<file path="config.mk">
export PLATFORM = sky130hd
export DESIGN_NAME = iwd_top
export DESIGN_NICKNAME = d
export VERILOG_FILES = /design/src/verilog/iwd_pkg.sv /design/src/verilog/iwd_tick.sv /design/src/verilog/iwd_top.sv
export SDC_FILE = /design/constraint.sdc
export NUM_CORES = 1
export LEC_CHECK = 0
export ABC_CLOCK_PERIOD_IN_PS = 2350
export BUFFER_PORTS_ARGS = -buffer_cell sky130_fd_sc_hd__buf_2
export CORE_UTILIZATION = 45
export DETAILED_ROUTE_END_ITERATION = 8
export PLACE_DENSITY = 0.66
export SKIP_CTS_REPAIR_TIMING = 1
export SYNTH_ARGS = -nofsm -noshare
export SYNTH_HDL_FRONTEND = slang
export SYNTH_HIERARCHICAL = 1
export SYNTH_SLANG_ARGS = --single-unit
</file>
<file path="constraint.sdc">
create_clock -name clk_sys -period 2.35 [get_ports clk_sys]
set_input_delay 0.3525 -clock clk_sys [delete_from_list [all_inputs] [get_ports clk_sys]]
set_output_delay 0.3525 -clock clk_sys [all_outputs]
set_load 0.005 [all_outputs]
</file>
<file path="src/verilog/iwd_pkg.sv">
/*
  Package of the I/O port watchdog: port address, interval codes, timing counts,
  power-on arming encodings, state machine codes and the host access carrier.
  Assumes one 100 MHz system clock.
*/
package iwd_pkg;

  localparam logic [15:0] IWD_PORT_ADDR      = 16'h0443;
  localparam logic [7:0]  IWD_CODE_MIN       = 8'h01;
  localparam logic [7:0]  IWD_CODE_MAX       = 8'h3F;
  localparam int          IWD_CODE_W         = 6;
  localparam int          IWD_CLK_HZ         = 100_000_000;
  localparam int          IWD_TICK_S         = 1;
  localparam int          IWD_TICK_CYC       = IWD_CLK_HZ * IWD_TICK_S;
  localparam int          IWD_TICK_W         = 27;
  localparam int          IWD_RST_PULSE_CYC  = 16;
  localparam logic [7:0]  IWD_RST_PULSE_LAST = 8'(IWD_RST_PULSE_CYC - 1);

  // Power-on arming selection from setup configuration.
  localparam logic [1:0]  IWD_PON_63S        = 2'h0;
  localparam logic [1:0]  IWD_PON_OFF        = 2'h1;
  localparam logic [1:0]  IWD_PON_31S        = 2'h2;
  localparam logic [1:0]  IWD_PON_15S        = 2'h3;
  localparam logic [5:0]  IWD_IVL_63         = 6'h3F;
  localparam logic [5:0]  IWD_IVL_31         = 6'h1F;
  localparam logic [5:0]  IWD_IVL_15         = 6'h0F;
  localparam logic [7:0]  IWD_READ_DATA      = 8'h00;

  typedef enum logic [3:0] {
    IWD_ST_BOOT = 4'h1,
    IWD_ST_IDLE = 4'h2,
    IWD_ST_RUN  = 4'h4,
    IWD_ST_FIRE = 4'h8
  } iwd_state_e;

  typedef struct packed {
    logic [15:0] addr;
    logic [7:0]  wdata;
    logic        wr;
    logic        rd;
  } iwd_io_s;

endpackage

</file>
<file path="src/verilog/iwd_tick.sv">
/*
  One-second tick divider. Emits a one-cycle enable every IWD_TICK_CYC cycles
  while run is high; restarts its phase on clr. Assumes the 100 MHz clock.
*/
module iwd_tick #(
  parameter int TICK_CYC = iwd_pkg::IWD_TICK_CYC
) (
  input  wire logic clk_sys, // System clock.
  input  wire logic rstn,    // Asynchronous reset, active low.
  input  wire logic run,     // Count while high.
  input  wire logic clr,     // Restart the second.
  output logic      tick     // One-cycle pulse per second.
);

  localparam logic [iwd_pkg::IWD_TICK_W-1:0] LAST = iwd_pkg::IWD_TICK_W'(TICK_CYC - 1);

  logic [iwd_pkg::IWD_TICK_W-1:0] cnt_q;
  logic [iwd_pkg::IWD_TICK_W-1:0] cnt_d;
  wire                            at_end = (cnt_q == LAST);

  assign cnt_d = (clr || !run || at_end) ? '0 : cnt_q + 1'b1;

  always_ff @(posedge clk_sys or negedge rstn) begin
    if (!rstn) begin
      cnt_q <= '0;
      tick  <= 1'b0;
    end else begin
      cnt_q <= cnt_d;
      tick  <= run && !clr && at_end;
    end
  end

endmodule

</file>
<file path="src/verilog/iwd_top.sv">
/*
  I/O port watchdog timer. The host writes an interval code to one byte port to
  start or refresh the countdown and reads the port to disarm it. Expiry gives a
  processor reset pulse or an interrupt request level.
  Assumes host strobes are one-cycle pulses synchronous to clk_sys.
*/
//////////////////////////////////////////////////////////////////////////////
module iwd_top #(
  parameter int TICK_CYC = iwd_pkg::IWD_TICK_CYC
) (
  input  wire logic             clk_sys,   // System clock, 100 MHz.
  input  wire logic             rstn,      // Asynchronous reset, active low.
  input  wire iwd_pkg::iwd_io_s io,        // Host port access, strobes one cycle.
  input  wire logic [1:0]       pon_sel,   // Power-on arming selection.
  input  wire logic             irq_mode,  // 1: interrupt on expiry, 0: reset.
  output logic [7:0]            rdata,     // Read data for the port.
  output logic                  rdata_vld, // Read data valid pulse.
  output logic                  cpu_rst,   // Processor reset pulse, active high.
  output logic                  irq,       // Interrupt request level.
  output logic                  running,   // Countdown active.
  output logic [5:0]            remain     // Seconds left.
);

  iwd_pkg::iwd_state_e state_q;
  iwd_pkg::iwd_state_e state_d;
  logic [5:0]          cnt_q;
  logic [5:0]          cnt_d;
  logic [7:0]          fire_q;
  logic [7:0]          fire_d;
  logic                irq_q;
  logic                irq_d;
  logic                tick;

  //////////////////////////////////////////////////////////////////////////////
  // Port decode.

  wire hit      = (io.addr == iwd_pkg::IWD_PORT_ADDR);
  wire code_ok  = (io.wdata >= iwd_pkg::IWD_CODE_MIN) &&
                  (io.wdata <= iwd_pkg::IWD_CODE_MAX);
  // Out-of-range codes, zero among them, leave the timer exactly as it was.
  // Should a write with an in-range code and a read meet in one cycle, the write is taken.
  wire wr_load  = hit && io.wr && code_ok;
  wire rd_stop  = hit && io.rd && !wr_load;
  wire [5:0] wr_ivl = io.wdata[iwd_pkg::IWD_CODE_W-1:0];

  wire pon_arm  = (pon_sel != iwd_pkg::IWD_PON_OFF);
  wire [5:0] pon_ivl = (pon_sel == iwd_pkg::IWD_PON_31S) ? iwd_pkg::IWD_IVL_31 :
                       (pon_sel == iwd_pkg::IWD_PON_15S) ? iwd_pkg::IWD_IVL_15 :
                       iwd_pkg::IWD_IVL_63;

  // A read or an in-range write in the last cycle of the last second wins over expiry, so a
  // refresh that arrives just in time is never followed by a reset.
  wire in_run     = (state_q == iwd_pkg::IWD_ST_RUN);
  wire last_sec   = (cnt_q == 6'h01);
  wire expire     = in_run && tick && last_sec && !wr_load && !rd_stop;
  wire pulse_done = !irq_q && (fire_q == iwd_pkg::IWD_RST_PULSE_LAST);

  //////////////////////////////////////////////////////////////////////////////
  // One-second tick, restarted on every reload so each second is whole.

  iwd_tick #(
    .TICK_CYC (TICK_CYC)
  ) u_tick (
    .clk_sys (clk_sys),
    .rstn    (rstn),
    .run     (in_run),
    .clr     (wr_load),
    .tick    (tick)
  );

  //////////////////////////////////////////////////////////////////////////////
  // Next state.

  always_comb begin
    state_d = state_q;
    cnt_d   = cnt_q;
    fire_d  = fire_q;
    irq_d   = irq_q;
    case (state_q)
      iwd_pkg::IWD_ST_BOOT: begin
        // One cycle after reset the setup choice arms the timer; host accesses
        // in this cycle are not taken.
        cnt_d   = pon_arm ? pon_ivl : 6'h00;
        state_d = pon_arm ? iwd_pkg::IWD_ST_RUN : iwd_pkg::IWD_ST_IDLE;
      end
      iwd_pkg::IWD_ST_IDLE: begin
        if (wr_load) begin
          cnt_d   = wr_ivl;
          state_d = iwd_pkg::IWD_ST_RUN;
        end
      end
      iwd_pkg::IWD_ST_RUN: begin
        if (wr_load) begin
          cnt_d = wr_ivl;
        end else if (rd_stop) begin
          state_d = iwd_pkg::IWD_ST_IDLE;
        end else if (expire) begin
          cnt_d   = 6'h00;
          fire_d  = 8'h00;
          state_d = iwd_pkg::IWD_ST_FIRE;
          if (irq_mode) begin
            irq_d = 1'b1;
          end
        end else if (tick) begin
          cnt_d = cnt_q - 6'h01;
        end
      end
      iwd_pkg::IWD_ST_FIRE: begin
        // In interrupt mode the request stays up until the host writes an in-range code or reads.
        fire_d = fire_q + 8'h01;
        if (wr_load) begin
          cnt_d   = wr_ivl;
          irq_d   = 1'b0;
          state_d = iwd_pkg::IWD_ST_RUN;
        end else if (rd_stop) begin
          irq_d   = 1'b0;
          state_d = iwd_pkg::IWD_ST_IDLE;
        end else if (pulse_done) begin
          state_d = iwd_pkg::IWD_ST_IDLE;
        end
      end
      default: begin
        state_d = iwd_pkg::IWD_ST_IDLE;
      end
    endcase
  end

  //////////////////////////////////////////////////////////////////////////////
  // Output next values. cpu_rst and running are plain copies of rst_on and run_on, so
  // these pins move only on the clock edge that also moves the state.

  wire rst_on  = (state_d == iwd_pkg::IWD_ST_FIRE) && !irq_d;
  wire run_on  = (state_d == iwd_pkg::IWD_ST_RUN);
  wire rd_seen = hit && io.rd;

  //////////////////////////////////////////////////////////////////////////////
  // State and counters.

  always_ff @(posedge clk_sys or negedge rstn) begin
    if (!rstn) begin
      state_q <= iwd_pkg::IWD_ST_BOOT;
    end else begin
      state_q <= state_d;
    end
  end

  always_ff @(posedge clk_sys or negedge rstn) begin
    if (!rstn) begin
      cnt_q <= 6'h00;
    end else begin
      cnt_q <= cnt_d;
    end
  end

  always_ff @(posedge clk_sys or negedge rstn) begin
    if (!rstn) begin
      fire_q <= 8'h00;
    end else begin
      fire_q <= fire_d;
    end
  end

  always_ff @(posedge clk_sys or negedge rstn) begin
    if (!rstn) begin
      irq_q <= 1'b0;
    end else begin
      irq_q <= irq_d;
    end
  end

  //////////////////////////////////////////////////////////////////////////////
  // Output registers.

  always_ff @(posedge clk_sys or negedge rstn) begin
    if (!rstn) begin
      cpu_rst <= 1'b0;
    end else begin
      cpu_rst <= rst_on;
    end
  end

  always_ff @(posedge clk_sys or negedge rstn) begin
    if (!rstn) begin
      irq <= 1'b0;
    end else begin
      irq <= irq_d;
    end
  end

  always_ff @(posedge clk_sys or negedge rstn) begin
    if (!rstn) begin
      running <= 1'b0;
    end else begin
      running <= run_on;
    end
  end

  always_ff @(posedge clk_sys or negedge rstn) begin
    if (!rstn) begin
      remain <= 6'h00;
    end else begin
      remain <= cnt_d;
    end
  end

  // The port reads back a fixed byte; the read access itself is what disarms.
  always_ff @(posedge clk_sys or negedge rstn) begin
    if (!rstn) begin
      rdata <= 8'h00;
    end else begin
      rdata <= iwd_pkg::IWD_READ_DATA;
    end
  end

  always_ff @(posedge clk_sys or negedge rstn) begin
    if (!rstn) begin
      rdata_vld <= 1'b0;
    end else begin
      rdata_vld <= rd_seen;
    end
  end

endmodule

</file>
# Yosys cells after proc, flatten, opt, wreduce, memory -nomap -nowiden
# Cells that the tools add are included.
# word_totals
ff_bits	50
out_inout_bits	18
wordCells	88
# op_classes
addsub	3
order_cmp	2
n_eq_ne	19
muxes	30
n_reduce_logical	25
# ops
operator	n
6-bit two-way mux	8
4-bit two-way mux	7
27-bit by 1-bit adder with 27-bit output, second input constant	1
27-bit == test, second input constant	1
27-bit two-way mux	1
8-bit two-way mux	3
6-bit case mux with 3 select lines	1
16-bit by 11-bit == test with 1-bit output, second input constant	1
4-bit case mux with 4 select lines	1
8-bit case mux with 2 select lines	1
1-bit logical AND	13
8-bit by 1-bit adder with 8-bit output, second input constant	1
4-bit by 3-bit == test with 1-bit output, second input constant	2
4-bit == test, second input constant	2
8-bit by 4-bit == test with 1-bit output, second input constant	1
8-bit by 1-bit >= comparator with 1-bit output, second input constant	1
8-bit by 6-bit less-or-equal comparator with 1-bit output, second input constant	1
4-bit AND reduction	2
6-bit by 1-bit == test with 1-bit output, second input constant	1
1-bit two-way mux	6
2-bit by 1-bit != test with 1-bit output, second input constant	3
6-bit by 1-bit subtractor with 6-bit output, second input constant	1
1-bit logical NOT	5
2-bit == test, second input constant	2
11 further kinds	13

# Logic depth before layout (Yosys ltp)
# logic_depth
depth_word	13
mapped_depth	9

# Cells and area by module
# The synthesis kept the hierarchy.
# modules_own_cells
mod	n_inst	cells_each	area_each_um2	seq_area_each_um2
iwd_tick	1	159	1508.9	700.7
iwd_top	1	160	1442.6	551.8

# Worst setup path after synthesis
# No wires, ideal clock.
# synth_path
path_type	reg-to-reg
from	register state_q[0]
to	register remain[5]
setup_ns	0.082
arrival_ns	1.974
setup_slack_ns	0.294
path_stages_with_launch	7
n_path_buf	1
period_less_slack_ns	2.056
path_cell_list	dfstp_2 -> or4b_4 -> and4b_1 -> or3_1 -> buf_2 -> o21ba_1 -> a31oi_1
# synth_via
elab_chain_len	9
word_cells_on_any_way	18
classes_between	eq/ne (7); mux (4); reduce/logical (7)
# synth_rtl
element	line_no	rtl
start, declared	iwd_top.sv:24	iwd_pkg::iwd_state_e state_q;
start signal, assigned	iwd_top.sv:141	state_q <= iwd_pkg::IWD_ST_BOOT;
start signal, assigned	iwd_top.sv:143	state_q <= state_d;
4-bit by 3-bit == test with 1-bit output	iwd_top.sv:53, iwd_top.sv:79	
1-bit logical AND (4 in a row)	iwd_top.sv:55	wire expire = in_run && tick && last_sec && !wr_load && !rd_stop;
6-bit two-way mux	iwd_top.sv:97	end else if (expire) begin
6-bit two-way mux	iwd_top.sv:95	end else if (rd_stop) begin
6-bit two-way mux	iwd_top.sv:93	if (wr_load) begin
6-bit case mux with 3 select lines	iwd_top.sv:79	case (state_q)
end signal, assigned	iwd_top.sv:202	remain <= cnt_d;
end, declared	iwd_top.sv:21	output logic [5:0] remain
# Several ways; a longest one is shown, not always the timed one. The select of a mux whose other input is x is not followed.
# A chain may end at the register's enable or synchronous reset.

# Final worst setup path
# layout_path
from	register state_q[0]
to	register remain[0]
# The elaborated chain is that of the path after synthesis.

==> results.toml <==
[run_status]
status = "finished, violations left"
failed_checks = "hold timing"

[detailed_routing]
vias = 2457
antenna_left = 0
drt_wl_total_um = 6190
drtPass1Iterations = 4
remaining_drc_errors = 0
drt_iter0_drc = 143
wl_per_cell_um = 13.9
via_per_inst = 5.51

[setup_path]
start_kind = "flip-flop"
crit_path_max_fanout = 5
cp.arrival_ps = 2360
worstPathRequired_ps = 2520
path_class = "reg2reg"
critPathCaptureType = "flip-flop"

[pwr]
p_int_mw = 1.36
p_clk_frac = 0.246
power_density_nw_per_um2 = 586
p_leak_nw = 1.41
switching_share = 0.305
ir_drop_mv = 0.457
finalPower_mw = 1.96
combPwrFrac = 0.235
p_switching_mw = 0.599
seqPwrFrac = 0.519

[flow_run]
cap_viol_max_count = 0

[cts]
cts_buffers = 5
insertion_delay_ps = 300
cts_root_buffer = "clkbuf_8"
clk_path_buf_depth = 2
path_clk_slew_ps = 90
cts.sinks = 50
cts_tree = "yes"
htree_levels = 2

[sta]
rsz0062_at_grt = "false"
finalSetupViolations = 0
tns_ps = 0
max_freq_ghz = 0.456
finalMaxSlewViolations = 0
holdWs_ps = -0.575
period_minus_slack_ps = 2190
maxSlewHeadroom = 0.625
fin_skew_ps = 6.78
hold_viol = 2
period_share = 0.933
tightest_slew_ps = 554

[global_routing]
grt_pass1_vias = 2372
grt_pass1_wl_um = 10800
antenna_found_initial = 0
grt_max_degree = 31
grt_overflow_total = 0
grt_usage = 0.191

[synth]
yosysMostFrequentCell = "dfrtp_1"
synthArstFlopShare = 1.00
ys_top_cells_by_area = "dfrtp_1, nor2_1, nand2_1"
synth_top_area_frac = 0.415
synth.cell_area_um2 = 2950
yosysSeqAreaShare = 0.424
synth_edf_count = 0
synthCells = 319
yosysTopAreaCell = "dfrtp_1"
yosys_warnings = 6
synth_flop_cell = "dfrtp_1"
synth_common_cells = "dfrtp_1, nor2_1, nand2_1, nand3_1"
synth.avg_cell_area_um2 = 9.25
synth_cell_type_count = 59
ys_ff_latch = 50

[floorplanning]
core_um2 = 6350
dieArea_um2 = 6890
io_pins = 49
dieHeight_um = 83.0
die_w_um = 83.0
initial_core_util = 0.465
num_rows = 29

[layout]
area_delta_synth_final_pct = 13.3
fill_cells = 594
seqCellArea_um2 = 1250
fin_nets = 403
stdcell_count = 446
stdcell_area_um2 = 3340
n_antenna_cell = 0
layout-drive-gt1-share = 0.228
multi_input_area_um2 = 1590

[placed_design]
place_area_um2 = 3260
dp_cells = 438
gp_congestion = 0.835
port_buffers = 40
dp_hpwl_um = 4560

[min_path]
hold_path_class = "in2async"
## final cells by class
| cell class | count | share of cell area |
|---|---|---|
| Clock buffer | 8 | 0.0239 |
| Inverter | 11 | 0.0123 |
| Multi-Input combinational cell | 250 | 0.474 |
| Sequential cell | 50 | 0.374 |
| Tap cell | 77 | 0.0288 |
| Timing Repair Buffer | 50 | 0.0860 |
## layer usage
metal,vias up,GRT usage,wire length [um]
met1,1156,0.257,2970
met4,0,0.0549,36
met5,-,0,0
li1,1231,-,-
met2,66,0.313,2900
met3,4,0.0358,286
## sequential cells by signal, indices dropped and copies added, names as in the netlist
name / count
rdata_vld: 1
remain: 6
u_tick/cnt_q: 27
fire_q: 8
irq: 1
running: 1
u_tick/tick: 1
state_q: 4
cpu_rst: 1
## cells in the final DEF (no fill, tap or decap), types with 8 or more instances in the layout
cell type and n:
buf_2 40, nor3_1 8, buf_4 9, nand2_1 28, a21oi_1 10, nor2_1 41, xnor2_1 12, nand3_1 20
inv_1 10, conb_1 9, dfrtp_1 49, xor2_1 12
## kinds of logic after synthesis
logic type / count (synthesis) / synth area share
fa+ha+maj: 4 / 0.0170
buf+inv: 27 / 0.0483
simple gates: 162 / 0.317
xor+xnor: 24 / 0.0712
compound gates: 49 / 0.114
other cells: 1 / 0.00127
mux: 2 / 0.00721
flops: 50 / 0.424
## power by group through the flow
stage          Combinational (mW)  Clock [mW]  Sequential, mW
2_1_floorplan               0.308           0            1.02
4_1_cts                     0.463       0.510            1.02
3_3_place_gp                0.458           0            1.03
6_report                    0.461       0.481            1.02
3_5_place_dp                0.460           0            1.03
5_1_grt                     0.514       0.544            1.03
## critical path: stages, from the launching register on
cell and delay [ps]:
dfstp_2 570, or4b_4 470, and4b_1 200, a211oi_1 330
nor2b_1 340, a22oi_1 150
## final timing paths
| kind | from | to | slack (ps) | depth (start not counted) |
|---|---|---|---|---|
| worst max register to register | state_q[0] | remain[0] | 160 | 5 |
| worst min-delay path | rstn | rdata_vld | -0.6 | 1 |
| worst max-delay path | state_q[0] | remain[0] | 160 | 5 |
| min in group clk_sys | irq_mode | cpu_rst | 330 | 3 |
| worst min register to register | irq | cpu_rst | 480 | 1 |
| max in group asynchronous | rstn | state_q[0] | 1760 | 2 |
## through the flow
step | setup slack, ps | utilization
detailed placement | 120 | 0.514
global placement | 181 | 0.514
global route | 54.3 | 0.527
CTS | 181 | 0.527
finish | 158 | 0.527
floorplan | 294 | -
No activity file was read; power rests on OpenSTA's default activity.
